==> config.mk <==
export PLATFORM = sky130hd
export DESIGN_NAME = irq_prio_regs
export DESIGN_NICKNAME = d
export VERILOG_FILES = /design/src/irq_prio_pkg.sv /design/src/prio_field_reg.sv /design/src/prio_level_decode.sv /design/src/irq_prio_regs.sv
export SDC_FILE = /design/constraint.sdc
export NUM_CORES = 1
export LEC_CHECK = 0
export BUFFER_PORTS_ARGS = -buffer_cell sky130_fd_sc_hd__buf_4
export CORE_ASPECT_RATIO = 0.5
export CORE_UTILIZATION = 49
export DETAILED_ROUTE_END_ITERATION = 12
export PLACE_DENSITY = 0.81
export SLEW_MARGIN = 40
export SYNTH_ARGS = -nofsm -noshare
export SYNTH_HDL_FRONTEND = slang
export SYNTH_SLANG_ARGS = --single-unit
==> constraint.sdc <==
create_clock -name aclk -period 2.1 [get_ports aclk]
set_input_delay 0.315 -clock aclk [delete_from_list [all_inputs] [get_ports aclk]]
set_output_delay 0.315 -clock aclk [all_outputs]
set_load 0.02 [all_outputs]
==> src/irq_prio_pkg.sv <==
// Constants, field tables and carrier types of the priority-level register slice.
// Notes on behaviour
// - A 2-bit field reads 00 for a disabled request and 01, 10, 11 for levels 0, 1 and 2.
// - After reset every priority field holds 00, so every covered request is disabled.
// - Bits 5-4 of the sixth register and bits 11-10 of the eighth read as zero and ignore writes.
// - Bits 7-6 of the sixth register hold the level of timer D channel 0.
// - Bits 3-2 of the sixth register hold the level of the decoder 0 index request.
// - Bits 1-0 of the sixth register hold the level of the shared decoder 0 home or watchdog request.
// - The seventh register, at offset 7, holds timer A channel 0 in bits 15-14.
// - The seventh register holds timer B channels 3 to 0 in bits 13-12 down to 7-6.
// - The seventh register holds timer C channels 3, 2 and 1 in bits 5-4, 3-2 and 1-0.
// - The eighth register, at offset 8, holds serial 0 receive full in 15-14 and receive error in 13-12.
// - The eighth register holds serial 0 transmit idle in bits 9-8 and transmit empty in bits 7-6.
// - The eighth register holds timer A channels 3, 2 and 1 in bits 5-4, 3-2 and 1-0.
// - The sixth register, of which the low byte is held here, sits at offset 6.
package irq_prio_pkg;
   localparam int unsigned DATA_W = 32;
   localparam int unsigned ADDR_W = 8;
   localparam int unsigned REG_W = 16;
   localparam int unsigned STRB_W = 4;
   localparam int unsigned BYTE_W = 8;
   localparam int unsigned FIELD_W = 2;
   localparam int unsigned NUM_FIELDS = 18;
   localparam int unsigned WORD_BYTES = 4;
   localparam int unsigned WORD_LSB = 2;
   localparam int unsigned IDX_SIXTH = 6;
   localparam int unsigned IDX_SEVENTH = 7;
   localparam int unsigned IDX_EIGHTH = 8;
   localparam logic [ADDR_W-1:0] ADDR_SIXTH = ADDR_W'(IDX_SIXTH * WORD_BYTES);
   localparam logic [ADDR_W-1:0] ADDR_SEVENTH = ADDR_W'(IDX_SEVENTH * WORD_BYTES);
   localparam logic [ADDR_W-1:0] ADDR_EIGHTH = ADDR_W'(IDX_EIGHTH * WORD_BYTES);
   localparam logic [1:0] RESP_OKAY = 2'h0;
   localparam logic [1:0] RESP_SLVERR = 2'h2;
   localparam logic [1:0] CODE_OFF = 2'h0;
   localparam logic [1:0] CODE_LVL0 = 2'h1;
   localparam logic [1:0] LEVEL_NONE = 2'h0;
   localparam logic [1:0] REG_SIXTH = 2'h0;
   localparam logic [1:0] REG_SEVENTH = 2'h1;
   localparam logic [1:0] REG_EIGHTH = 2'h2;
   localparam logic [1:0] REG_NONE = 2'h3;
   // Field i sits at bits 2i+1:2i of the flat vector; index 0 is timer A channel 1.
   localparam logic [1:0] FIELD_REG [NUM_FIELDS] = '{
      REG_EIGHTH, REG_EIGHTH, REG_EIGHTH, REG_EIGHTH, REG_EIGHTH, REG_EIGHTH, REG_EIGHTH,
      REG_SEVENTH, REG_SEVENTH, REG_SEVENTH, REG_SEVENTH, REG_SEVENTH, REG_SEVENTH, REG_SEVENTH,
      REG_SEVENTH, REG_SIXTH, REG_SIXTH, REG_SIXTH};
   // No field sits on the reserved pairs, so they have no flop and read as zero.
   localparam int unsigned FIELD_POS [NUM_FIELDS] = '{
      0, 2, 4, 6, 8, 12, 14,
      0, 2, 4, 6, 8, 10, 12, 14,
      0, 2, 6};
   typedef struct packed {
      logic [1:0] timer_d_chan0_level;
      logic [1:0] decoder0_index_level;
      logic [1:0] decoder0_home_watchdog_level;
      logic [1:0] timer_a_chan0_level;
      logic [1:0] timer_b_chan3_level;
      logic [1:0] timer_b_chan2_level;
      logic [1:0] timer_b_chan1_level;
      logic [1:0] timer_b_chan0_level;
      logic [1:0] timer_c_chan3_level;
      logic [1:0] timer_c_chan2_level;
      logic [1:0] timer_c_chan1_level;
      logic [1:0] serial0_rx_full_level;
      logic [1:0] serial0_rx_error_level;
      logic [1:0] serial0_tx_idle_level;
      logic [1:0] serial0_tx_empty_level;
      logic [1:0] timer_a_chan3_level;
      logic [1:0] timer_a_chan2_level;
      logic [1:0] timer_a_chan1_level;
   } prio_levels_t;
   typedef struct packed {
      logic [REG_W-1:0] data;
      logic [STRB_W-1:0] strb;
   } reg_write_t;
endpackage

==> src/prio_field_reg.sv <==
// One software-written 2-bit priority field with byte-lane write enable.
`timescale 1ns/10ps
`default_nettype none
module prio_field_reg #(
   parameter int unsigned POS = 0
) (
   // Clock and reset
   input wire logic aclk,
   input wire logic aresetn,
   // Write side
   input wire logic sel,
   input wire irq_prio_pkg::reg_write_t wr,
   // Stored code
   output logic [irq_prio_pkg::FIELD_W-1:0] code_q
);
   import irq_prio_pkg::*;
   localparam int unsigned LANE = POS / BYTE_W;

   always_ff @(posedge aclk) begin
      if (!aresetn) begin
         code_q <= CODE_OFF;
      end else if (sel && wr.strb[LANE]) begin
         code_q <= wr.data[POS +: FIELD_W];
      end
   end
endmodule
`default_nettype wire

==> src/prio_level_decode.sv <==
// Registered decode of a priority code into an enable and a level number.
`timescale 1ns/10ps
`default_nettype none
module prio_level_decode (
   // Clock and reset
   input wire logic aclk,
   input wire logic aresetn,
   // Field code
   input wire logic [1:0] code,
   // Decoded request setup
   output logic en_q,
   output logic [1:0] num_q
);
   import irq_prio_pkg::*;

   always_ff @(posedge aclk) begin
      if (!aresetn) begin
         en_q <= 1'b0;
         num_q <= LEVEL_NONE;
      end else begin
         en_q <= (code != CODE_OFF);
         num_q <= (code == CODE_OFF) ? LEVEL_NONE : 2'(code - CODE_LVL0);
      end
   end
endmodule
`default_nettype wire

==> src/irq_prio_regs.sv <==
// AXI4-Lite register bank for the priority-level fields of the sixth to eighth registers.
//
// Chosen here: register access over AXI4-Lite.
`timescale 1ns/10ps
`default_nettype none
module irq_prio_regs (
   // Clock and reset
   input wire logic aclk,
   input wire logic aresetn,
   // Write address channel
   input wire logic awvalid,
   output logic awready,
   input wire logic [irq_prio_pkg::ADDR_W-1:0] awaddr,
   input wire logic [2:0] awprot,
   // Write data channel
   input wire logic wvalid,
   output logic wready,
   input wire logic [irq_prio_pkg::DATA_W-1:0] wdata,
   input wire logic [irq_prio_pkg::STRB_W-1:0] wstrb,
   // Write response channel
   output logic bvalid,
   input wire logic bready,
   output logic [1:0] bresp,
   // Read address channel
   input wire logic arvalid,
   output logic arready,
   input wire logic [irq_prio_pkg::ADDR_W-1:0] araddr,
   input wire logic [2:0] arprot,
   // Read data channel
   output logic rvalid,
   input wire logic rready,
   output logic [irq_prio_pkg::DATA_W-1:0] rdata,
   output logic [1:0] rresp,
   // Priority setup toward the arbiter
   output irq_prio_pkg::prio_levels_t field_code,
   output logic [irq_prio_pkg::NUM_FIELDS-1:0] req_enable,
   output irq_prio_pkg::prio_levels_t req_level
);
   import irq_prio_pkg::*;

   // ----------------------------------------------------------------
   // Address decode and read image
   // ----------------------------------------------------------------

   function automatic logic [1:0] reg_of(input logic [ADDR_W-1:0] a);
      logic [1:0] id;
      id = REG_NONE;
      if (a[ADDR_W-1:WORD_LSB] == ADDR_SIXTH[ADDR_W-1:WORD_LSB]) begin
         id = REG_SIXTH;
      end else if (a[ADDR_W-1:WORD_LSB] == ADDR_SEVENTH[ADDR_W-1:WORD_LSB]) begin
         id = REG_SEVENTH;
      end else if (a[ADDR_W-1:WORD_LSB] == ADDR_EIGHTH[ADDR_W-1:WORD_LSB]) begin
         id = REG_EIGHTH;
      end
      return id;
   endfunction

   // Bits owned by no field, the reserved pairs among them, stay zero.
   function automatic logic [REG_W-1:0] reg_image(
      input logic [1:0] id,
      input logic [FIELD_W*NUM_FIELDS-1:0] flat
   );
      logic [REG_W-1:0] img;
      img = '0;
      for (int i = 0; i < NUM_FIELDS; i++) begin
         if (FIELD_REG[i] == id) begin
            img[FIELD_POS[i] +: FIELD_W] = flat[i*FIELD_W +: FIELD_W];
         end
      end
      return img;
   endfunction

   // ----------------------------------------------------------------
   // Write channels
   // ----------------------------------------------------------------

   logic awready_q;
   logic wready_q;
   logic bvalid_q;
   logic [1:0] bresp_q;
   logic aw_have_q;
   logic w_have_q;
   logic [ADDR_W-1:0] awaddr_q;
   reg_write_t wr_q;
   logic aw_have_d;
   logic w_have_d;
   logic bvalid_d;
   logic aw_hs;
   logic w_hs;
   logic b_hs;
   logic wr_fire;
   logic [1:0] wr_reg;

   assign aw_hs = awvalid && awready_q;
   assign w_hs = wvalid && wready_q;
   assign b_hs = bvalid_q && bready;
   // The write takes effect once both halves are held and no answer is pending.
   assign wr_fire = aw_have_q && w_have_q && !bvalid_q;
   assign wr_reg = reg_of(awaddr_q);

   always_comb begin
      aw_have_d = aw_have_q;
      w_have_d = w_have_q;
      bvalid_d = bvalid_q;
      if (aw_hs) begin
         aw_have_d = 1'b1;
      end else if (wr_fire) begin
         aw_have_d = 1'b0;
      end
      if (w_hs) begin
         w_have_d = 1'b1;
      end else if (wr_fire) begin
         w_have_d = 1'b0;
      end
      if (wr_fire) begin
         bvalid_d = 1'b1;
      end else if (b_hs) begin
         bvalid_d = 1'b0;
      end
   end

   always_ff @(posedge aclk) begin
      if (!aresetn) begin
         aw_have_q <= 1'b0;
         w_have_q <= 1'b0;
         bvalid_q <= 1'b0;
         awready_q <= 1'b0;
         wready_q <= 1'b0;
      end else begin
         aw_have_q <= aw_have_d;
         w_have_q <= w_have_d;
         bvalid_q <= bvalid_d;
         // A channel reopens only after the previous response is taken.
         awready_q <= !aw_have_d && !bvalid_d;
         wready_q <= !w_have_d && !bvalid_d;
      end
   end

   always_ff @(posedge aclk) begin
      if (!aresetn) begin
         awaddr_q <= '0;
      end else if (aw_hs) begin
         awaddr_q <= awaddr;
      end
   end

   always_ff @(posedge aclk) begin
      if (!aresetn) begin
         wr_q <= '0;
      end else if (w_hs) begin
         wr_q.data <= wdata[REG_W-1:0];
         wr_q.strb <= wstrb;
      end
   end

   always_ff @(posedge aclk) begin
      if (!aresetn) begin
         bresp_q <= RESP_OKAY;
      end else if (wr_fire) begin
         bresp_q <= (wr_reg == REG_NONE) ? RESP_SLVERR : RESP_OKAY;
      end
   end

   // ----------------------------------------------------------------
   // Priority fields
   // ----------------------------------------------------------------

   logic [FIELD_W*NUM_FIELDS-1:0] code_flat;
   logic [FIELD_W*NUM_FIELDS-1:0] num_flat;
   logic [NUM_FIELDS-1:0] en_flat;

   for (genvar i = 0; i < NUM_FIELDS; i++) begin : g_field
      prio_field_reg #(
         .POS(FIELD_POS[i])
      ) u_field (
         .aclk(aclk),
         .aresetn(aresetn),
         .sel(wr_fire && (wr_reg == FIELD_REG[i])),
         .wr(wr_q),
         .code_q(code_flat[i*FIELD_W +: FIELD_W])
      );
      prio_level_decode u_dec (
         .aclk(aclk),
         .aresetn(aresetn),
         .code(code_flat[i*FIELD_W +: FIELD_W]),
         .en_q(en_flat[i]),
         .num_q(num_flat[i*FIELD_W +: FIELD_W])
      );

      chk_decode_off: assert property (@(posedge aclk) disable iff (!aresetn)
         code_flat[i*FIELD_W +: FIELD_W] == CODE_OFF |=> !en_flat[i] && num_flat[i*FIELD_W +: FIELD_W] == LEVEL_NONE)
         else $error("disabled code gave an enabled request");
      chk_decode_level: assert property (@(posedge aclk) disable iff (!aresetn)
         code_flat[i*FIELD_W +: FIELD_W] != CODE_OFF
         |=> en_flat[i] && num_flat[i*FIELD_W +: FIELD_W] == $past(code_flat[i*FIELD_W +: FIELD_W]) - CODE_LVL0)
         else $error("level number does not follow the code");
   end

   // Field codes are the field flops themselves; the decoded view lags by one cycle.
   assign field_code = prio_levels_t'(code_flat);
   assign req_level = prio_levels_t'(num_flat);
   assign req_enable = en_flat;

   // ----------------------------------------------------------------
   // Read channels
   // ----------------------------------------------------------------

   logic arready_q;
   logic rvalid_q;
   logic rvalid_d;
   logic [DATA_W-1:0] rdata_q;
   logic [1:0] rresp_q;
   logic [1:0] rd_reg_q;
   logic ar_hs;
   logic r_hs;

   assign ar_hs = arvalid && arready_q;
   assign r_hs = rvalid_q && rready;

   always_comb begin
      rvalid_d = rvalid_q;
      if (ar_hs) begin
         rvalid_d = 1'b1;
      end else if (r_hs) begin
         rvalid_d = 1'b0;
      end
   end

   always_ff @(posedge aclk) begin
      if (!aresetn) begin
         rvalid_q <= 1'b0;
         arready_q <= 1'b0;
      end else begin
         rvalid_q <= rvalid_d;
         arready_q <= !rvalid_d;
      end
   end

   always_ff @(posedge aclk) begin
      if (!aresetn) begin
         rdata_q <= '0;
         rresp_q <= RESP_OKAY;
         rd_reg_q <= REG_NONE;
      end else if (ar_hs) begin
         rdata_q <= DATA_W'(reg_image(reg_of(araddr), code_flat));
         rresp_q <= (reg_of(araddr) == REG_NONE) ? RESP_SLVERR : RESP_OKAY;
         rd_reg_q <= reg_of(araddr);
      end
   end

   assign awready = awready_q;
   assign wready = wready_q;
   assign bvalid = bvalid_q;
   assign bresp = bresp_q;
   assign arready = arready_q;
   assign rvalid = rvalid_q;
   assign rdata = rdata_q;
   assign rresp = rresp_q;

   // ----------------------------------------------------------------
   // Checks
   // ----------------------------------------------------------------

   logic [REG_W-1:0] wr_img_q;
   logic [STRB_W-1:0] wr_strb_q;
   logic [1:0] wr_reg_q;
   logic wr_done_q;

   always_ff @(posedge aclk) begin
      if (!aresetn) begin
         wr_img_q <= '0;
         wr_strb_q <= '0;
         wr_reg_q <= REG_NONE;
         wr_done_q <= 1'b0;
      end else begin
         wr_img_q <= wr_q.data;
         wr_strb_q <= wr_q.strb;
         wr_reg_q <= wr_reg;
         wr_done_q <= wr_fire;
      end
   end

   chk_reset_fields: assert property (@(posedge aclk)
      !aresetn |=> field_code == '0)
      else $error("a field is not 00 after reset");

   chk_sixth_reserved: assert property (@(posedge aclk) disable iff (!aresetn)
      rvalid_q && rd_reg_q == REG_SIXTH |-> rdata_q[5:4] == 2'h0 && rdata_q[DATA_W-1:BYTE_W] == '0)
      else $error("reserved bits of the sixth register read nonzero");

   chk_eighth_reserved: assert property (@(posedge aclk) disable iff (!aresetn)
      rvalid_q && rd_reg_q == REG_EIGHTH |-> rdata_q[11:10] == 2'h0 && rdata_q[DATA_W-1:REG_W] == '0)
      else $error("reserved bits of the eighth register read nonzero");

   chk_timer_d_write: assert property (@(posedge aclk) disable iff (!aresetn)
      wr_done_q && wr_reg_q == REG_SIXTH && wr_strb_q[0] |-> field_code.timer_d_chan0_level == wr_img_q[7:6])
      else $error("timer D channel 0 field did not take the write");

   chk_index_write: assert property (@(posedge aclk) disable iff (!aresetn)
      wr_done_q && wr_reg_q == REG_SIXTH && wr_strb_q[0] |-> field_code.decoder0_index_level == wr_img_q[3:2])
      else $error("decoder index field did not take the write");

   chk_home_write: assert property (@(posedge aclk) disable iff (!aresetn)
      wr_done_q && wr_reg_q == REG_SIXTH && wr_strb_q[0]
      |-> field_code.decoder0_home_watchdog_level == wr_img_q[1:0])
      else $error("home or watchdog field did not take the write");

   chk_seventh_top: assert property (@(posedge aclk) disable iff (!aresetn)
      wr_done_q && wr_reg_q == REG_SEVENTH && wr_strb_q[1] |-> field_code.timer_a_chan0_level == wr_img_q[15:14])
      else $error("timer A channel 0 field did not take the write");

   chk_seventh_timer_b: assert property (@(posedge aclk) disable iff (!aresetn)
      wr_done_q && wr_reg_q == REG_SEVENTH && wr_strb_q[1:0] == 2'h3
      |-> {field_code.timer_b_chan3_level, field_code.timer_b_chan2_level,
           field_code.timer_b_chan1_level, field_code.timer_b_chan0_level} == wr_img_q[13:6])
      else $error("timer B fields did not take the write");

   chk_seventh_timer_c: assert property (@(posedge aclk) disable iff (!aresetn)
      wr_done_q && wr_reg_q == REG_SEVENTH && wr_strb_q[0]
      |-> {field_code.timer_c_chan3_level, field_code.timer_c_chan2_level,
           field_code.timer_c_chan1_level} == wr_img_q[5:0])
      else $error("timer C fields did not take the write");

   chk_eighth_receive: assert property (@(posedge aclk) disable iff (!aresetn)
      wr_done_q && wr_reg_q == REG_EIGHTH && wr_strb_q[1]
      |-> {field_code.serial0_rx_full_level, field_code.serial0_rx_error_level} == wr_img_q[15:12])
      else $error("serial receive fields did not take the write");

   chk_eighth_transmit: assert property (@(posedge aclk) disable iff (!aresetn)
      wr_done_q && wr_reg_q == REG_EIGHTH && wr_strb_q[1:0] == 2'h3
      |-> {field_code.serial0_tx_idle_level, field_code.serial0_tx_empty_level} == wr_img_q[9:6])
      else $error("serial transmit fields did not take the write");

   chk_eighth_timer_a: assert property (@(posedge aclk) disable iff (!aresetn)
      wr_done_q && wr_reg_q == REG_EIGHTH && wr_strb_q[0]
      |-> {field_code.timer_a_chan3_level, field_code.timer_a_chan2_level,
           field_code.timer_a_chan1_level} == wr_img_q[5:0])
      else $error("timer A channel 3 to 1 fields did not take the write");

   chk_sixth_address: assert property (@(posedge aclk) disable iff (!aresetn)
      ar_hs && araddr == ADDR_SIXTH |=> rvalid_q && rresp_q == RESP_OKAY && rdata_q[BYTE_W-1:0] ==
      {$past(code_flat[35:34]), 2'h0, $past(code_flat[33:32]), $past(code_flat[31:30])})
      else $error("sixth register read does not show its fields");

   chk_read_back: assert property (@(posedge aclk) disable iff (!aresetn)
      ar_hs && araddr == ADDR_SEVENTH |=> rdata_q == DATA_W'($past(code_flat[29:14])))
      else $error("seventh register read does not match stored fields");

   chk_write_answer: assert property (@(posedge aclk) disable iff (!aresetn)
      wr_fire |=> bvalid_q ##0 (bvalid_q throughout (!awready_q && !wready_q)[*1]))
      else $error("write answer did not follow the commit");
endmodule
`default_nettype wire

# Word-level counts from Yosys, hierarchy flattened
# Cells that the tools add are included.
# totals
reg_bits	143
inputBits	65
output_inout_bits	131
elab_cells	212
# classes
addsub	18
n_eq_ne	12
n_mux	36
n_bitwise	1
n_reduce_logical	78
# op_table
operator	n
2-bit two-way mux	26
2-bit zero test	20
2-bit nonzero test	18
2-bit OR reduction	18
2-bit by 1-bit subtractor with 2-bit output (second input constant)	18
6-bit by 3-bit == test with 1-bit output (second input constant)	4
1-bit logical AND	17
6-bit by 4-bit == test with 1-bit output (second input constant)	2
1-bit two-way mux	10
2-bit == test (second input constant)	3
1-bit zero test	5
1-bit by 2-bit == test with 1-bit output (first input constant)	1
2-bit by 1-bit == test with 1-bit output (second input constant)	1
2-bit == test (first input constant)	1
1-bit inverter	1

# Depth between registers and ports, before layout
# depth
word_depth	10
depth_mapped	6
mapped_depth_nobuf	4

# Modules after synthesis
# From an unflattened synthesis, not the netlist that was laid out.
# unflattened
cells_unflattened	588
area_unflattened_um2	5605.4
# by_module_without_submodules
module	instances	cells_each	area_per_inst_um2	seq_area_each_um2
irq_prio_regs	1	264	2227.1	1021.0
prio_level_decode	18	9	111.4	60.1
prio_field_reg	18	9	76.3	40.0

# Least setup slack after synthesis
# No wires, ideal clock.
# synth_path
path_type	input-to-reg
from	input araddr[2] (netlist bit)
to	register rdata_q[3] (netlist: rdata[3])
setup_time_ns	0.087
arrival_ns	1.559
required_time_ns	2.013
setup_slack_ns	0.454
cell_stages	6
path_buffers	2
path_cell_list	buf_6 or4b_4 nor3_4 buf_6 a22oi_1 o31ai_1
# synth_via
elab_chain_cells	10
elab_cells_between_ends	14
classes_between	eq/ne (5); mux (8); reduce/logical (1)
# synth_lines
item	line_no	text
start, declared	irq_prio_regs.sv:27	input wire logic [irq_prio_pkg::ADDR_W-1:0] araddr,
6-bit by 4-bit == test with 1-bit output	--	
1-bit two-way mux	irq_prio_regs.sv:52	end else if (a[ADDR_W-1:WORD_LSB] == ADDR_EIGHTH[ADDR_W-1:WORD_LSB]) begin
2-bit two-way mux	irq_prio_regs.sv:50	end else if (a[ADDR_W-1:WORD_LSB] == ADDR_SEVENTH[ADDR_W-1:WORD_LSB]) begin
2-bit two-way mux (*)	irq_prio_regs.sv:48	if (a[ADDR_W-1:WORD_LSB] == ADDR_SIXTH[ADDR_W-1:WORD_LSB]) begin
2-bit two-way mux (*)	irq_prio_regs.sv:244	end else if (ar_hs) begin
2-bit two-way mux (*)	irq_prio_regs.sv:240	if (!aresetn) begin
2-bit == test	irq_prio_regs.sv:66	if (FIELD_REG[i] == id) begin
2-bit two-way mux (2 in a row)	irq_prio_regs.sv:66	
2-bit two-way mux (*)	irq_prio_regs.sv:66	
end signal, assigned	irq_prio_regs.sv:245	rdata_q <= DATA_W'(reg_image(reg_of(araddr), code_flat));
end, declared	irq_prio_regs.sv:211	logic [DATA_W-1:0] rdata_q;
# Every way passes the cells marked *; elsewhere a longest branch is shown, timed or not. The select of a mux whose other input is x is not followed.
# A chain may end at the register's enable or synchronous reset.

# Worst setup path in the final report
# layout_path
from	register awaddr_q[4]
to	register g_field[6].u_field.code_q[0] (netlist bit)
# layout_via
elab_chain_cells	7
elab_cells_between_ends	9
classes_between	eq/ne (4); mux (3); reduce/logical (2)
# layout_lines
item	line_no	text
start, declared	irq_prio_regs.sv:83	logic [ADDR_W-1:0] awaddr_q;
start signal, assigned	irq_prio_regs.sv:143	awaddr_q <= awaddr;
6-bit by 4-bit == test with 1-bit output	irq_prio_regs.sv:52	
1-bit two-way mux	irq_prio_regs.sv:52	
2-bit two-way mux	irq_prio_regs.sv:50	
2-bit two-way mux (*)	irq_prio_regs.sv:48	
2-bit == test (*)	irq_prio_regs.sv:178	.sel(wr_fire && (wr_reg == FIELD_REG[i])),
1-bit logical AND (*)	irq_prio_regs.sv:178	
1-bit logical AND (*)	prio_field_reg.sv:22	end else if (sel && wr.strb[LANE]) begin
end signal, assigned	prio_field_reg.sv:23	code_q <= wr.data[POS +: FIELD_W];
end, declared	prio_field_reg.sv:14	output logic [irq_prio_pkg::FIELD_W-1:0] code_q
# Every way passes the cells marked *; elsewhere a longest branch is shown, timed or not.

==> out/summary.txt <==
M1 WL = 5840 microns
worst reg2reg path depth = 4
WL met3 = 868 microns
Pwr Density = 869 mW/mm^2
RSZ-0062 raised after global routing = false
Antenna Nets Post-Route = 0
VDD IR max = 395 uV
CP Launch Type = flop
worst r2r src = awaddr_q[4]
sequential share of power = 44.5%
layout cell share with drive strength beyond 1 = 26.4%
fin nets = 808
non-filler instance count after layout = 878
status = finished, final reports clean
synth-to-layout area growth = 31.6%
Root Driver = clkbuf_16
GP Congestion = 0.800
WHS Endpoint = wr_q[4]
Post-Syn Area = 0.00533 sq mm
Pint = 4780 uW
vias = 4,361
Die W = 150 microns
DRT Wirelength = 12,800 microns
Register Area = 0.00278 sq mm
Yosys reg bits = 139
Post-synth EDFFs = 0
total gr overflow = 0
Clock Skew = 0.00583 ns
share of the synthesized area in the top cell type = 52.2%
metal2 WL = 5890 microns
number of port buffers = 149
Vias/cell = 4.97
fmax = 572 MHz
largest cells by area after synthesis = dfxtp_1 52%, nand2_1 6.1%, buf_4 5.1%
DP Cell Count = 846
final hold viol count = 0
full die area = 0.0113 sq mm
static leakage = 0.00331 uW
worst reg-to-reg setup slack = 0.35 ns
distinct cell type count after synthesis = 37
TritonCTS clock tree = yes
Max FO, Critical Path = 6
Final Max Slew Viols = 0
ant diodes = 0
clock sinks = 139
Hold-fix buffers, CTS = 0
hold path start = wdata[0]
largest net degree at the start of global routing = 46
global-route wire length before repair = 19,300 microns
Worst-Skew Late Latency = 0.41 ns
clock power share = 50.5%
gr usage total = 22.7%
min-delay worst type = in2reg
hold depth = 3
number of max-cap violations = 0
yosys warns = 0
final setup violation count = 0
net switching power = 1320 uW
Initial Util = 51.4%
Critical R2R Capture = g_field[6].u_field.code_q[0]
core area = 0.0104 sq mm
CTS max path bufs = 2
crit end category = flop
post-placement setup slack = 0.261 ns
number of global-route vias before repair = 3,775
Cell Rows = 26
hpwl dp = 8920 microns
Tcrit/Tclk final = 83.3%
Sw Share = 21.7%
Max-slew headroom = 50.5%
post-CTS repair timing setup buffer count = 0
Seq/Total Area, Yosys = 52.2%
Synth Flop Type = dfxtp_1
Fillers = 840
Reg clk slew, reported paths = 0.06 ns
TritonRoute pass-1 iters = 5
Tmin final = 1.75 ns
wire per inst = 14.5 microns
initial antenna violation count = 0
syn_area_per_cell = 9.02 sq um
initial drt markers = 318
I/O pins = 196
highest routed layer = met4
CP required = 2.39 ns
combined area of the multi-input logic cells = 0.00203 sq mm
setup TNS = 0 ns
Combinational Power Share = 5.0%
post-cts gate resize count = 0
ys async rst share = 0%
total CTS buffers = 17
crit path kind = reg2reg
Worst Tran Pin Value = 0.741 ns
H-tree lvl count = 4
Synth Instances = 591
die height = 75.8 microns
Yosys top cell by area = dfxtp_1
Setup WS post-layout = 0.352 ns
crit path DAT = 2.04 ns
DRC viols = 0
-- metrics by stage --
step	util [%]	power, uW	hold WS [ns]	area [sq um]
floorplan	-	2960	0.436	5400
global placement	61.7	3060	0.446	6410
detailed placement	61.7	3070	0.455	6410
CTS	67.6	6130	0.148	7010
global route	67.6	6260	0.161	7010
finish	67.6	6100	0.160	7010
-- layout by cell type, fill, tap and decap left out, types with 3 or more instances in the layout --
master	Yosys	layout
clkinvlp_4	0	4
conb_1	1	18
nand3b_1	3	3
nor2_1	51	51
nand2_1	87	87
a21boi_0	30	30
a22oi_1	6	6
and2_1	4	4
clkinv_2	0	5
dfxtp_1	139	139
mux2i_1	14	14
ha_1	18	18
nand3_1	36	36
inv_1	55	55
clkbuf_16	0	17
a221oi_1	8	8
buf_4	36	156
o31ai_1	6	6
bufinv_16	0	4
nand2b_1	20	20
o21ai_0	33	33
-- Yosys cell counts, types with 8 or more instances --
cell,instances
dfxtp_1,139
ha_1,18
nor2_1,51
nand2b_1,20
nand2_1,87
mux2i_1,14
o21ai_0,33
inv_1,55
buf_4,36
clkbuf_1,20
nand3_1,36
a221oi_1,8
a21boi_0,30
-- registers in the layout, summed over array words and instances (netlist names) --
signal                  flops
arready                     1
aw_have_q                   1
awaddr_q                    6
awready                     1
bresp                       1
bvalid                      1
g_field.u_dec.en_q         18
g_field.u_dec.num_q        36
g_field.u_field.code_q     36
rdata                      16
rresp                       1
rvalid                      1
w_have_q                    1
wr_q                       18
wready                      1
-- power by group through the flow --
stage / Sequential (uW) / Clock, uW / Combinational (uW)
2_1_floorplan: 2790 / 0 / 178
3_3_place_gp: 2770 / 0 / 297
3_5_place_dp: 2770 / 0 / 301
4_1_cts: 2710 / 3120 / 304
5_1_grt: 2720 / 3210 / 331
6_report: 2710 / 3080 / 305
-- final cells by class --
type	count	area share (%)
Clock buffer	19	6.17
Timing Repair Buffer	158	17.3
Clock inverter	13	2.50
Multi-Input combinational cell	354	29.0
Tap cell	140	2.50
Inverter	55	2.94
Sequential cell	139	39.7
-- critical path, stage by stage, from the launching register on --
cell and delay [ns]:
dfxtp_1 0.37, or4b_1 0.55, nor3_2 0.24, nand3_2 0.27, mux2i_1 0.19
-- how the worst max path moves through the flow --
stage / from / endpoint / slack, ns / cells past startpoint
4_1_cts: awaddr_q[4] / g_field[6].u_field.code_q[0] / 0.34 / 4
2_1_floorplan: araddr[2] / rdata[3] / 0.45 / 6
6_report: awaddr_q[4] / g_field[6].u_field.code_q[0] / 0.35 / 4
3_3_place_gp: araddr[4] / rdata[15] / 0.31 / 6
3_5_place_dp: araddr[4] / rdata[13] / 0.26 / 6
5_1_grt: awaddr_q[4] / g_field[6].u_field.code_q[0] / 0.22 / 4
-- cells by family (layout without fill, tap and decap cells) --
family | Yosys count | in the layout | share of synthesized area, %
simple gates | 219 | 219 | 19.4
flops | 139 | 139 | 52.2
buf+inv | 115 | 245 | 10.9
compound gates | 85 | 85 | 10.6
fa+ha+maj | 18 | 18 | 4.22
mux | 14 | 14 | 2.63
other cells | 1 | 18 | 0.0703
-- metal layers --
metal | GRT usage, % | vias up
li1 | - | 2157
met1 | 29.8 | 2046
met2 | 36.9 | 144
met3 | 4.97 | 14
met4 | 9.75 | 0
met5 | 0 | -
(Power assumes the default switching activity.)
